[src/smw_defs.svh]
// register offsets, field positions, reset values for sleep wake-up control
`ifndef SMW_DEFS_SVH
`define SMW_DEFS_SVH
`define SMW_CLKCFG_ADDR     8'ha1
`define SMW_PU0_ADDR        8'hb2
`define SMW_PU1_ADDR        8'hb3
`define SMW_PU2_ADDR        8'hb4
`define SMW_PWRCTL_ADDR     8'hc5
`define SMW_TIRQ_ADDR       8'hd9
`define SMW_WSTAT_ADDR      8'hda
`define SMW_PINSEL_ADDR     8'hdb
`define SMW_PMIE_ADDR       8'hec
`define SMW_PCFG_ADDR       8'hf4
`define SMW_SCR0_ADDR       8'hfb
`define SMW_SCR3_ADDR       8'hfe
`define SMW_ALARM_EN_BIT    1
`define SMW_DC_EN_BIT       0
`define SMW_SLEEP_BIT       4
`define SMW_DISP_EN_BIT     0
`define SMW_RXFLAG_BIT      7
`define SMW_SUPSRC_BIT      6
`define SMW_E0_EDGE_BIT     0
`define SMW_E1_EDGE_BIT     1
`define SMW_E0_LATCH_BIT    2
`define SMW_E1_LATCH_BIT    3
`define SMW_ST_DC_BIT       0
`define SMW_ST_SUP_BIT      1
`define SMW_ST_MID_BIT      2
`define SMW_ST_ALM_BIT      3
`define SMW_PU_RST          8'hff
`define SMW_REG_RST         8'h00
`define SMW_SYNC_RST        8'hf0
`define SMW_IN_DC           0
`define SMW_IN_RAIL         1
`define SMW_IN_MID          2
`define SMW_IN_ALM          3
`define SMW_IN_E0           4
`define SMW_IN_E1           5
`define SMW_IN_RX           6
`define SMW_IN_RST          7
`endif

[src/smw_pkg.sv]
// types shared by the sleep wake-up control block
`default_nettype none
package smw_pkg;
  typedef enum logic [1:0] {
    SMW_NORMAL,
    SMW_BATTERY,
    SMW_SLEEP
  } smw_mode_t;
endpackage : smw_pkg
`default_nettype wire

[src/smw_pin_sync.sv]
// two-flop synchronisers with edge detection for asynchronous pins
`timescale 1ns/1ps
`default_nettype none
module smw_pin_sync #(
  parameter int        N       = 8,
  parameter logic [7:0] RST_VAL = 8'h00
) (
  input  wire logic         clk,
  input  wire logic         rst_n,
  input  wire logic [N-1:0] pin_in,
  output logic      [N-1:0] level,
  output logic      [N-1:0] rise,
  output logic      [N-1:0] fall
);
  logic [N-1:0] meta_ff;
  logic [N-1:0] sync_ff;
  logic [N-1:0] prev_ff;

  genvar i;
  generate
    for (i = 0; i < N; i++) begin : g_bit
      always_ff @(posedge clk or negedge rst_n) begin
        if (!rst_n) begin
          meta_ff[i] <= RST_VAL[i];
          sync_ff[i] <= RST_VAL[i];
          prev_ff[i] <= RST_VAL[i];
        end else begin
          meta_ff[i] <= pin_in[i];
          sync_ff[i] <= meta_ff[i];
          prev_ff[i] <= sync_ff[i];
        end
      end
      // edges only from the second stage onward
      assign level[i] = sync_ff[i];
      assign rise[i]  = sync_ff[i] & ~prev_ff[i];
      assign fall[i]  = ~sync_ff[i] & prev_ff[i];
    end
  endgenerate
endmodule : smw_pin_sync
`default_nettype wire

[src/smw_wake_ctrl.sv]
// deepest-sleep wake-up source control with its register file
//
// The plain strobed port was left to the implementer.
`timescale 1ns/1ps
`default_nettype none
`include "smw_defs.svh"
module smw_wake_ctrl
  import smw_pkg::*;
(
  input  wire logic        clk,
  input  wire logic        rst_n,
  input  wire logic [7:0]  reg_addr,
  input  wire logic [7:0]  reg_wdata,
  input  wire logic        reg_wr,
  input  wire logic        reg_rd,
  output logic      [7:0]  reg_rdata,
  input  wire logic        dc_input_change,
  input  wire logic        switched_supply_rail,
  input  wire logic        rtc_midnight,
  input  wire logic        rtc_alarm,
  input  wire logic        ext_irq0_n,
  input  wire logic        ext_irq1_n,
  input  wire logic        serial_rx,
  input  wire logic        reset_pin_n,
  input  wire logic [23:0] gpio_oe_req,
  output logic      [23:0] gpio_oe,
  output logic      [23:0] pullup_en,
  output logic             display_enable,
  output logic             core_shutdown,
  output logic             core_restart,
  output logic             power_mgmt_vector,
  output logic             calendar_irq_vector,
  output var smw_mode_t    power_mode
);
  logic [7:0] pin_lvl;
  logic [7:0] pin_rise;
  logic [7:0] pin_fall;

  smw_pin_sync #(
    .N       (8),
    .RST_VAL (`SMW_SYNC_RST)
  ) u_sync (
    .clk    (clk),
    .rst_n  (rst_n),
    .pin_in ({reset_pin_n, serial_rx, ext_irq1_n, ext_irq0_n,
              rtc_alarm, rtc_midnight, switched_supply_rail,
              dc_input_change}),
    .level  (pin_lvl),
    .rise   (pin_rise),
    .fall   (pin_fall)
  );

  logic       asleep_ff;
  logic [7:0] clock_config_ff;
  logic [7:0] pu0_ff;
  logic [7:0] pu1_ff;
  logic [7:0] pu2_ff;
  logic [7:0] pmie_ff;
  logic [1:0] rx_sel_ff;
  logic       rx_flag_ff;
  logic [3:0] pinsel_ff;
  logic       e0_edge_ff;
  logic       e1_edge_ff;
  logic       e0_latch_ff;
  logic       e1_latch_ff;
  logic       dc_flag_ff;
  logic       sup_flag_ff;
  logic       mid_flag_ff;
  logic       alm_flag_ff;
  logic       disp_en_ff;
  logic [7:0] scratch_ff [4];
  logic [7:0] rdata_ff;
  logic [23:0] gpio_oe_ff;
  logic       restart_ff;
  logic       pm_vec_ff;
  logic       cal_vec_ff;
  smw_mode_t  mode_ff;
  smw_mode_t  nxt_mode;

  logic rail_main;
  logic e0_ev;
  logic e1_ev;
  logic rx_ev;
  logic wake_any;
  logic wake_req;
  logic wr_stat;
  logic wr_tirq;
  logic wr_per;
  logic sleep_cmd;

  assign rail_main = pin_lvl[`SMW_IN_RAIL];
  assign wr_stat   = reg_wr && (reg_addr == `SMW_WSTAT_ADDR);
  assign wr_tirq   = reg_wr && (reg_addr == `SMW_TIRQ_ADDR);
  assign wr_per    = reg_wr && (reg_addr == `SMW_PCFG_ADDR);
  // sleep only makes sense on battery; on main the request is ignored
  assign sleep_cmd = reg_wr && (reg_addr == `SMW_PWRCTL_ADDR)
                     && reg_wdata[`SMW_SLEEP_BIT] && !rail_main;

  // pins are active low; edge select 1 picks the falling edge
  assign e0_ev = e0_edge_ff ? pin_fall[`SMW_IN_E0]
                            : pin_rise[`SMW_IN_E0];
  assign e1_ev = e1_edge_ff ? pin_fall[`SMW_IN_E1]
                            : pin_rise[`SMW_IN_E1];
  assign rx_ev = (rx_sel_ff == 2'h3) &&
                 (pin_rise[`SMW_IN_RX] || pin_fall[`SMW_IN_RX]);

  always_comb begin
    wake_any = 1'b0;
    if (dc_flag_ff && pmie_ff[`SMW_DC_EN_BIT]) wake_any = 1'b1;
    if (pin_rise[`SMW_IN_RAIL]) wake_any = 1'b1;
    if (mid_flag_ff) wake_any = 1'b1;
    if (alm_flag_ff && clock_config_ff[`SMW_ALARM_EN_BIT]) begin
      wake_any = 1'b1;
    end
    if (pinsel_ff[0] && e0_ev) wake_any = 1'b1;
    if ((pinsel_ff[3:2] == 2'h3) && e1_ev) wake_any = 1'b1;
    if (rx_ev) wake_any = 1'b1;
    if (!pin_lvl[`SMW_IN_RST]) wake_any = 1'b1;
  end

  // all sources already passed the synchronisers
  assign wake_req = asleep_ff && wake_any;

  // sleep state doubles as the core shutdown output
  always_ff @(posedge clk or negedge rst_n) begin
    if (!rst_n) begin
      asleep_ff <= 1'b0;
    end else if (wake_req) begin
      asleep_ff <= 1'b0;
    end else if (sleep_cmd) begin
      asleep_ff <= 1'b1;
    end
  end

  // event flags: a set in the clearing cycle wins
  always_ff @(posedge clk or negedge rst_n) begin
    if (!rst_n) begin
      dc_flag_ff  <= 1'b0;
      sup_flag_ff <= 1'b0;
      mid_flag_ff <= 1'b0;
      alm_flag_ff <= 1'b0;
      rx_flag_ff  <= 1'b0;
      e0_latch_ff <= 1'b0;
      e1_latch_ff <= 1'b0;
    end else begin
      dc_flag_ff  <= pin_rise[`SMW_IN_DC] ||
                     (dc_flag_ff && !(wr_stat && reg_wdata[`SMW_ST_DC_BIT]));
      sup_flag_ff <= pin_rise[`SMW_IN_RAIL] ||
                     (sup_flag_ff && !(wr_stat && reg_wdata[`SMW_ST_SUP_BIT]));
      mid_flag_ff <= pin_rise[`SMW_IN_MID] ||
                     (mid_flag_ff && !(wr_stat && reg_wdata[`SMW_ST_MID_BIT]));
      alm_flag_ff <= pin_rise[`SMW_IN_ALM] ||
                     (alm_flag_ff && !(wr_stat && reg_wdata[`SMW_ST_ALM_BIT]));
      rx_flag_ff  <= rx_ev ||
                     (rx_flag_ff && !(wr_per && reg_wdata[`SMW_RXFLAG_BIT]));
      // a wake edge during sleep leaves the latches alone
      e0_latch_ff <= (!asleep_ff && e0_ev) ||
        (e0_latch_ff && !(wr_tirq && reg_wdata[`SMW_E0_LATCH_BIT]));
      e1_latch_ff <= (!asleep_ff && e1_ev) ||
        (e1_latch_ff && !(wr_tirq && reg_wdata[`SMW_E1_LATCH_BIT]));
    end
  end

  // configuration kept across sleep; only rst_n clears it
  always_ff @(posedge clk or negedge rst_n) begin
    if (!rst_n) begin
      clock_config_ff <= `SMW_REG_RST;
      pu0_ff          <= `SMW_PU_RST;
      pu1_ff          <= `SMW_PU_RST;
      pu2_ff          <= `SMW_PU_RST;
      pmie_ff         <= `SMW_REG_RST;
      rx_sel_ff       <= 2'h0;
      pinsel_ff       <= 4'h0;
      e0_edge_ff      <= 1'b0;
      e1_edge_ff      <= 1'b0;
      disp_en_ff      <= 1'b0;
    end else if (reg_wr) begin
      case (reg_addr)
        `SMW_CLKCFG_ADDR: clock_config_ff <= reg_wdata;
        `SMW_PU0_ADDR:    pu0_ff <= reg_wdata;
        `SMW_PU1_ADDR:    pu1_ff <= reg_wdata;
        `SMW_PU2_ADDR:    pu2_ff <= reg_wdata;
        `SMW_PMIE_ADDR:   pmie_ff <= reg_wdata;
        `SMW_PCFG_ADDR:   rx_sel_ff <= reg_wdata[1:0];
        `SMW_PINSEL_ADDR: pinsel_ff <= reg_wdata[3:0];
        `SMW_TIRQ_ADDR: begin
          e0_edge_ff <= reg_wdata[`SMW_E0_EDGE_BIT];
          e1_edge_ff <= reg_wdata[`SMW_E1_EDGE_BIT];
        end
        `SMW_PWRCTL_ADDR: disp_en_ff <= reg_wdata[`SMW_DISP_EN_BIT];
        default: ;
      endcase
    end
  end

  // scratch words survive sleep; no wake path touches them
  always_ff @(posedge clk or negedge rst_n) begin
    if (!rst_n) begin
      for (int k = 0; k < 4; k++) scratch_ff[k] <= `SMW_REG_RST;
    end else if (reg_wr && reg_addr >= `SMW_SCR0_ADDR &&
                 reg_addr <= `SMW_SCR3_ADDR) begin
      scratch_ff[2'(reg_addr - `SMW_SCR0_ADDR)] <= reg_wdata;
    end
  end

  always_comb begin
    case (mode_ff)
      SMW_NORMAL:  nxt_mode = rail_main ? SMW_NORMAL : SMW_BATTERY;
      SMW_BATTERY: nxt_mode = rail_main ? SMW_NORMAL :
                              (asleep_ff ? SMW_SLEEP : SMW_BATTERY);
      SMW_SLEEP:   nxt_mode = rail_main ? SMW_NORMAL :
                              (asleep_ff ? SMW_SLEEP : SMW_BATTERY);
      default:     nxt_mode = SMW_BATTERY;
    endcase
  end

  always_ff @(posedge clk or negedge rst_n) begin
    if (!rst_n) begin
      mode_ff    <= SMW_BATTERY;
      gpio_oe_ff <= 24'h000000;
      restart_ff <= 1'b0;
      pm_vec_ff  <= 1'b0;
      cal_vec_ff <= 1'b0;
    end else begin
      mode_ff    <= nxt_mode;
      gpio_oe_ff <= asleep_ff ? 24'h000000 : gpio_oe_req;
      restart_ff <= wake_req;
      pm_vec_ff  <= (dc_flag_ff && pmie_ff[`SMW_DC_EN_BIT]) ||
                    sup_flag_ff;
      cal_vec_ff <= mid_flag_ff ||
                    (alm_flag_ff && clock_config_ff[`SMW_ALARM_EN_BIT]);
    end
  end

  // read data valid only in the cycle after the strobe
  always_ff @(posedge clk or negedge rst_n) begin
    if (!rst_n) begin
      rdata_ff <= 8'h00;
    end else if (!reg_rd) begin
      rdata_ff <= 8'h00;
    end else begin
      case (reg_addr)
        `SMW_CLKCFG_ADDR: rdata_ff <= clock_config_ff;
        `SMW_PU0_ADDR:    rdata_ff <= pu0_ff;
        `SMW_PU1_ADDR:    rdata_ff <= pu1_ff;
        `SMW_PU2_ADDR:    rdata_ff <= pu2_ff;
        `SMW_PMIE_ADDR:   rdata_ff <= pmie_ff;
        `SMW_PCFG_ADDR:   rdata_ff <= {rx_flag_ff, rail_main,
                                       4'h0, rx_sel_ff};
        `SMW_PINSEL_ADDR: rdata_ff <= {4'h0, pinsel_ff};
        `SMW_TIRQ_ADDR:   rdata_ff <= {4'h0, e1_latch_ff, e0_latch_ff,
                                       e1_edge_ff, e0_edge_ff};
        `SMW_WSTAT_ADDR:  rdata_ff <= {4'h0, alm_flag_ff, mid_flag_ff,
                                       sup_flag_ff, dc_flag_ff};
        `SMW_PWRCTL_ADDR: rdata_ff <= {3'h0, asleep_ff, 3'h0, disp_en_ff};
        `SMW_SCR0_ADDR, 8'hfc, 8'hfd, `SMW_SCR3_ADDR:
          rdata_ff <= scratch_ff[2'(reg_addr - `SMW_SCR0_ADDR)];
        default:          rdata_ff <= 8'h00;
      endcase
    end
  end

  assign reg_rdata           = rdata_ff;
  assign gpio_oe             = gpio_oe_ff;
  assign pullup_en           = {pu2_ff, pu1_ff, pu0_ff};
  assign display_enable      = disp_en_ff;
  assign core_shutdown       = asleep_ff;
  assign core_restart        = restart_ff;
  assign power_mgmt_vector   = pm_vec_ff;
  assign calendar_irq_vector = cal_vec_ff;
  assign power_mode          = mode_ff;
endmodule : smw_wake_ctrl
`default_nettype wire

[config.mk]
export PLATFORM = sky130hd
export DESIGN_NAME = smw_wake_ctrl
export DESIGN_NICKNAME = d
export VERILOG_FILES = /design/src/smw_pkg.sv /design/src/smw_pin_sync.sv /design/src/smw_wake_ctrl.sv
export VERILOG_INCLUDE_DIRS = /design/src
export SDC_FILE = /design/constraint.sdc
export NUM_CORES = 1
export LEC_CHECK = 0
export BUFFER_PORTS_ARGS = -buffer_cell sky130_fd_sc_hd__buf_2
export CAP_MARGIN = 5
export CORE_MARGIN = 1
export CORE_UTILIZATION = 60
export CTS_BUF_LIST = sky130_fd_sc_hd__clkbuf_8
export CTS_CLUSTER_DIAMETER = 150
export DETAILED_ROUTE_END_ITERATION = 16
export PLACE_DENSITY = 0.85
export RECOVER_POWER = 25
export SLEW_MARGIN = 10
export SYNTH_ARGS = -nofsm -noshare
export SYNTH_HDL_FRONTEND = slang
export SYNTH_SLANG_ARGS = --single-unit
[constraint.sdc]
create_clock -name clk -period 2.23 [get_ports clk]
set_clock_uncertainty 0.1 [all_clocks]
set_input_delay 0.1115 -clock clk [delete_from_list [all_inputs] [get_ports clk]]
set_output_delay 0.1115 -clock clk [all_outputs]
set_load 0.05 [all_outputs]
; Word-level counts from Yosys, hierarchy flattened
; Cells that the tools add are included.
[op_classes]
addsub = 1
n_mul = 0
n_div = 0
n_lt_le_gt_ge = 4
n_eq_ne = 18
n_shift = 0
mux = 25
bitwise = 21
reduce_logical = 63
[ops]
columns = cell, count
row1 = == test 8 bit (second input constant), 14
row2 = one-hot mux 8 bit (11 select lines), 1
row3 = bitwise mux 32 bit, 1
row4 = 2-to-1 mux 8 bit, 4
row5 = logical AND 1 bit, 31
row6 = 2-to-1 mux 24 bit, 1
row7 = AND reduction 2 bit, 9
row8 = binary-select mux 8 bit (select 2 bit), 1
row9 = demux 8 bit (select 2 bit), 1
row10 = 2-to-1 mux 1 bit, 13
row11 = AND 1 bit, 10
row12 = logical OR 1 bit, 10
row13 = inverter 1 bit, 10
row14 = logical NOT 1 bit, 9
row15 = greater-or-equal comparator 8 bit (second input constant), 1
row16 = less-or-equal comparator 8 bit (second input constant), 1
row17 = == test 2 bit (second input constant), 3
row18 = 2-to-1 mux 2 bit, 2
row19 = one-hot mux 2 bit (2 select lines), 1
row20 = OR reduction 4 bit, 1
row21 = greater-or-equal comparator 3 bit (second input constant), 1
row22 = less-than comparator 3 x 1 -> 1 bit (second input constant), 1
row23 = inverter 2 -> 3 bit, 1
row24 = == test 2 x 1 -> 1 bit (second input constant), 1
row25 = 4 further kinds, 4
[totals]
ff_bits = 149
latchBits = 0
mem_bits_rw = 0
rom_bits = 0
in_bits = 52
word_cells = 183
n_memories = 0

; Longest topological paths before layout
[depth]
ltp_word = 11
depth_mapped = 10

; Hierarchy
; Synthesis repeated with hierarchy kept, for this count alone.
[hier_totals]
cells_unflattened = 493
hier_area_um2 = 6386.1
[by_module_without_submodules]
columns = module, n_inst, cells_per_inst, area_per_inst_um2, seq_area_each_um2
row1 = smw_wake_ctrl, 1, 453, 5630.4, 3184.3
row2 = smw_pin_sync, 1, 40, 755.7, 615.6

; Worst setup path after synthesis
; Ideal clock, no wire load.
[synth_timing]
path_type = input to register
startpoint = input reg_addr[0]
endpoint = register rdata_ff[0] (netlist: reg_rdata[0])
setup_ns = 0.144
arrival_ns = 2.269
setup_slack_ns = -0.283
path_stages = 8
n_path_buf = 2
cell_sequence = clkbuf_1 > inv_1 > ha_1 > or4b_1 > and3_4 > buf_6 > o41ai_4 > a31oi_1
[synth_via]
elab_chain_cells = 7
elab_cells_between_ends = 22
classes_between = add/sub: 1 / eq/ne: 14 / mux: 5 / bitwise: 1 / reduce/logical: 1
[synth_rtl]
columns = element, line
row1 = "start, declared", smw_wake_ctrl.sv:12  ; input wire logic [7:0] reg_addr,
row2 = subtractor 2 bit (no line), n/a
row3 = inverter 2 -> 3 bit, smw_wake_ctrl.sv:257  ; rdata_ff <= scratch_ff[2'(reg_addr - `SMW_SCR0_ADDR)];
row4 = binary-select mux 8 bit (select 2 bit), smw_wake_ctrl.sv:257
row5 = 2-to-1 mux 8 bit (2 in series), smw_wake_ctrl.sv:257
row6 = one-hot mux 8 bit (11 select lines) *, smw_wake_ctrl.sv:242  ; case (reg_addr)
row7 = 2-to-1 mux 8 bit *, smw_wake_ctrl.sv:239  ; end else if (!reg_rd) begin
row8 = "end signal, assigned", smw_wake_ctrl.sv:243  ; `SMW_CLKCFG_ADDR: rdata_ff <= clock_config_ff;
row9 = "end signal, assigned", smw_wake_ctrl.sv:244  ; `SMW_PU0_ADDR: rdata_ff <= pu0_ff;
row10 = "end signal, assigned", smw_wake_ctrl.sv:257
row11 = "end, declared", smw_wake_ctrl.sv:72  ; logic [7:0] rdata_ff;
; Every way passes the cells marked *; elsewhere a longest branch is shown, timed or not. The select of a mux whose other input is x is not followed.
; A chain may end at the register's enable or synchronous reset.

; Worst setup path after layout
[layout_timing]
startpoint = register asleep_ff (netlist: core_shutdown)
endpoint = output core_shutdown
[layout_rtl]
columns = element, line
row1 = "start, declared", smw_wake_ctrl.sv:53  ; logic asleep_ff;
row2 = "start signal, assigned", smw_wake_ctrl.sv:127  ; asleep_ff <= 1'b0;
row3 = "start signal, assigned", smw_wake_ctrl.sv:129  ; asleep_ff <= 1'b0;
row4 = "start signal, assigned", smw_wake_ctrl.sv:131  ; asleep_ff <= 1'b1;
row5 = "end, declared", smw_wake_ctrl.sv:29  ; output logic core_shutdown,
; No word-level cell between the ends.

==> out/results.tsv <==
metric	value	unit
antenna_found_initial	0	
synth.area.mux_share	9.90	%
slowest_stage	dfrtp_1	
worst_skew_pair.late_latency	0.44	ns
async_reset_ff_share	100	%
cpPeakStageDelay	0.51	ns
cellLeakagePower	3.56	nW
grt_pass1_vias	4631	
yosys.area.top_type	dfrtp_1	
critical_path_arrival	1.60	ns
synth_edf_count	0	
hold_path_end	rx_flag_ff	
maxSlewHeadroom	13.0	%
fillCellCount	628	
die_x	102	um
drt_iter0_drc	289	
synth.yosys.warnings	0	
synth-xor-area-share	0.145	%
cts.sinks	149	
ys_ff_latch	149	
clockRootBuffer	clkbuf_8	
syn-num-nets	550	
synth_compound_area_share	11.6	%
start_util	61.7	%
yosys.area_share.simple	11.5	%
diodes	0	
first_pass_iters	5	
ys_types	45	
synth_fa_ha_area_share	1.24	%
clockBufferDepth	2	
synth_area	0.00603	mm^2
fin_crit_sh	81.5	%
slew_violations	0	
numCtsBuffers	17	
cts_tree	built	
vias	4673	
hp-start	reg_wr	
vias_per_cell	5.80	
synth_area_leaders	dfrtp_1 (47%), dfstp_2 (16%), mux2_2 (6.9%)	
hold_viol_final	0	
hp-class	primary input to register	
grt_pass1_wl	24200	um
status	complete, no violations	
critPathKind	register to output pin	
finalWirelength	15600	um
synthCells	492	
cap_violations	0	
grt.overflow.total	0	
seqCellArea	0.00377	mm^2
clk_pin_slew_worst_paths	0.08	ns
reg2reg_setup_slack	0.63	ns
r2r-start	scratch_ff[8]	
finalSetupViolations	0	
cp_cell_sequence	buf_4 > buf_2	
worstPathRequired	2.02	ns
fin_setup_tns	0	ns
synth_top_area_share	46.9	%
hold_depth	3	
power_density	707	mW/mm^2
grt_max_degree	53	
nNetsFinal	717	
core-area	0.00977	mm^2
reg2reg_to	reg_rdata[0]	
rsz0062_at_grt	no	
period_minus_slack	1.82	ns
r2r_cells	4	
die-area	0.0105	mm^2
multi_input_area	0.00207	mm^2
end_kind	output pin	
dp_hpwl	10700	um
drc	0	
worstMarginPinSlew	1.30	ns
holdBufCountCts	39	
io_buffers	114	
die_y	102	um
worst_setup_path_start_kind	register	
synth.avg_cell_area	12.3	um^2
ys.flop_type	dfrtp_1	
synth_top_family_by_area	compound AO/OA/AOI/OAI gates	
num_rows	36	
power	5.36	mW
wire_per_inst	19.3	um
dpl.cell_count	734	
ys_seq_area_share	62.6	%
drive_gt1_share	36.5	%
cp_max_fo	24	
post-cts-setup-buffer-count	0	
gr-usage-all-layers	32.3	%
place_congestion	1.08	
htree_levels	4	
irDropWorstVdd	608	uV
ant_nets	0	
io_pins	115	
cts_resized	0	
final_cells	805	
fmax	551	MHz
area_delta_synth_final	25.5	%
[critical path: cells and delay by family, from the launching register on]
kind / cells / cell delay [ns]
flops: 1 / 0.51
buf+inv: 2 / 0.65
[placed cells by master (no fill, tap or decap), types with 2 or more instances in the layout]
master and n:
dfrtp_1 113, buf_2 113, nand2_1 74, o21ai_0 55
dlygate4sd3_1 39, mux2_2 37, dfstp_2 33, nor2b_1 26
buf_4 25, inv_1 20, clkbuf_8 19, a22oi_1 14
a31oi_1 9, nand3_1 8, mux4_2 8, nor2_1 7
a222oi_1 6, a21oi_1 6, ha_1 6, nor3_1 5
and3_1 4, a32o_1 4, nand2b_1 4, clkinv_2 3
dfstp_1 3, nand3b_1 2, a221oi_1 2, a32oi_1 2
a21o_1 2, o22ai_1 2
[how the worst max path moves through the flow]
stage / cells after the start / from / to
after floorplan: 8 / reg_addr[0] / reg_rdata[0]
after global routing: 2 / core_shutdown / core_shutdown
after CTS: 2 / core_shutdown / core_shutdown
after global placement: 8 / reg_addr[1] / reg_rdata[6]
after detailed placement: 8 / reg_addr[1] / reg_rdata[7]
final: 2 / core_shutdown / core_shutdown
[synth_stat cells, drive strengths merged, types with 2 or more instances]
master / instances
a21o: 2
a21oi: 6
a221oi: 2
a222oi: 6
a22oi: 14
a31oi: 9
a32o: 4
a32oi: 2
and3: 5
buf: 12
clkbuf: 19
dfrtp: 113
dfstp: 36
ha: 6
inv: 12
mux2: 37
mux4: 8
nand2: 74
nand2b: 4
nand3: 8
nand3b: 2
nor2: 7
nor2b: 26
nor3: 5
nor4: 2
o21ai: 55
o22ai: 2
[through the flow]
| step | hold slack (ns) | setup slack [ns] | instance area (um^2) | util, % |
|---|---|---|---|---|
| 6_report | 0.0264 | 0.414 | 7570 | 77.4 |
| 5_1_grt | 0.0105 | 0.338 | 7570 | 77.4 |
| 4_1_cts | 0.00516 | 0.421 | 7580 | 77.5 |
| 3_5_place_dp | -0.00377 | 0.135 | 6840 | 70.0 |
| 3_3_place_gp | -0.0159 | 0.175 | 6840 | 70.0 |
| 2_1_floorplan | -0.284 | 0.0781 | 6030 | - |
[state kept, by name, summed over array words and instances (netlist names), 7 cells and up]
register,flops
clock_config_ff,8
gpio_oe,24
pmie_ff,8
pu0_ff,8
pu1_ff,8
pu2_ff,8
reg_rdata,8
scratch_ff,32
u_sync.level,8
u_sync.meta_ff,8
u_sync.prev_ff,7
[cells by family (layout without fill, tap and decap cells)]
| logic type | Yosys count | after routing |
|---|---|---|
| flops | 149 | 149 |
| simple gates | 140 | 140 |
| compound gates | 108 | 108 |
| mux | 45 | 45 |
| buf+inv | 43 | 223 |
| fa+ha+maj | 6 | 6 |
| xor+xnor | 1 | 1 |
[area by class of cell]
| class | instances | share of cell area, % |
|---|---|---|
| sequential | 149 | 49.9 |
| multi-input combinational | 300 | 27.4 |
| timing repair buffer | 179 | 15.4 |
| clock buffer | 19 | 3.45 |
| tap | 133 | 2.20 |
| clock inverter | 13 | 1.09 |
| inverter | 12 | 0.595 |
[routing by layer]
metal  global-route usage, %  wire (um)
met1                    40.7       6240
met4                    15.8        524
met5                       0          0
met2                    50.8       7540
met3                    10.4       1270
[power by group]
part / switching, mW / internal [mW]
combinational: 0.394 / 0.216
sequential: 0.0731 / 2.84
clock: 0.926 / 0.901
No activity file was read; power rests on OpenSTA's default activity.
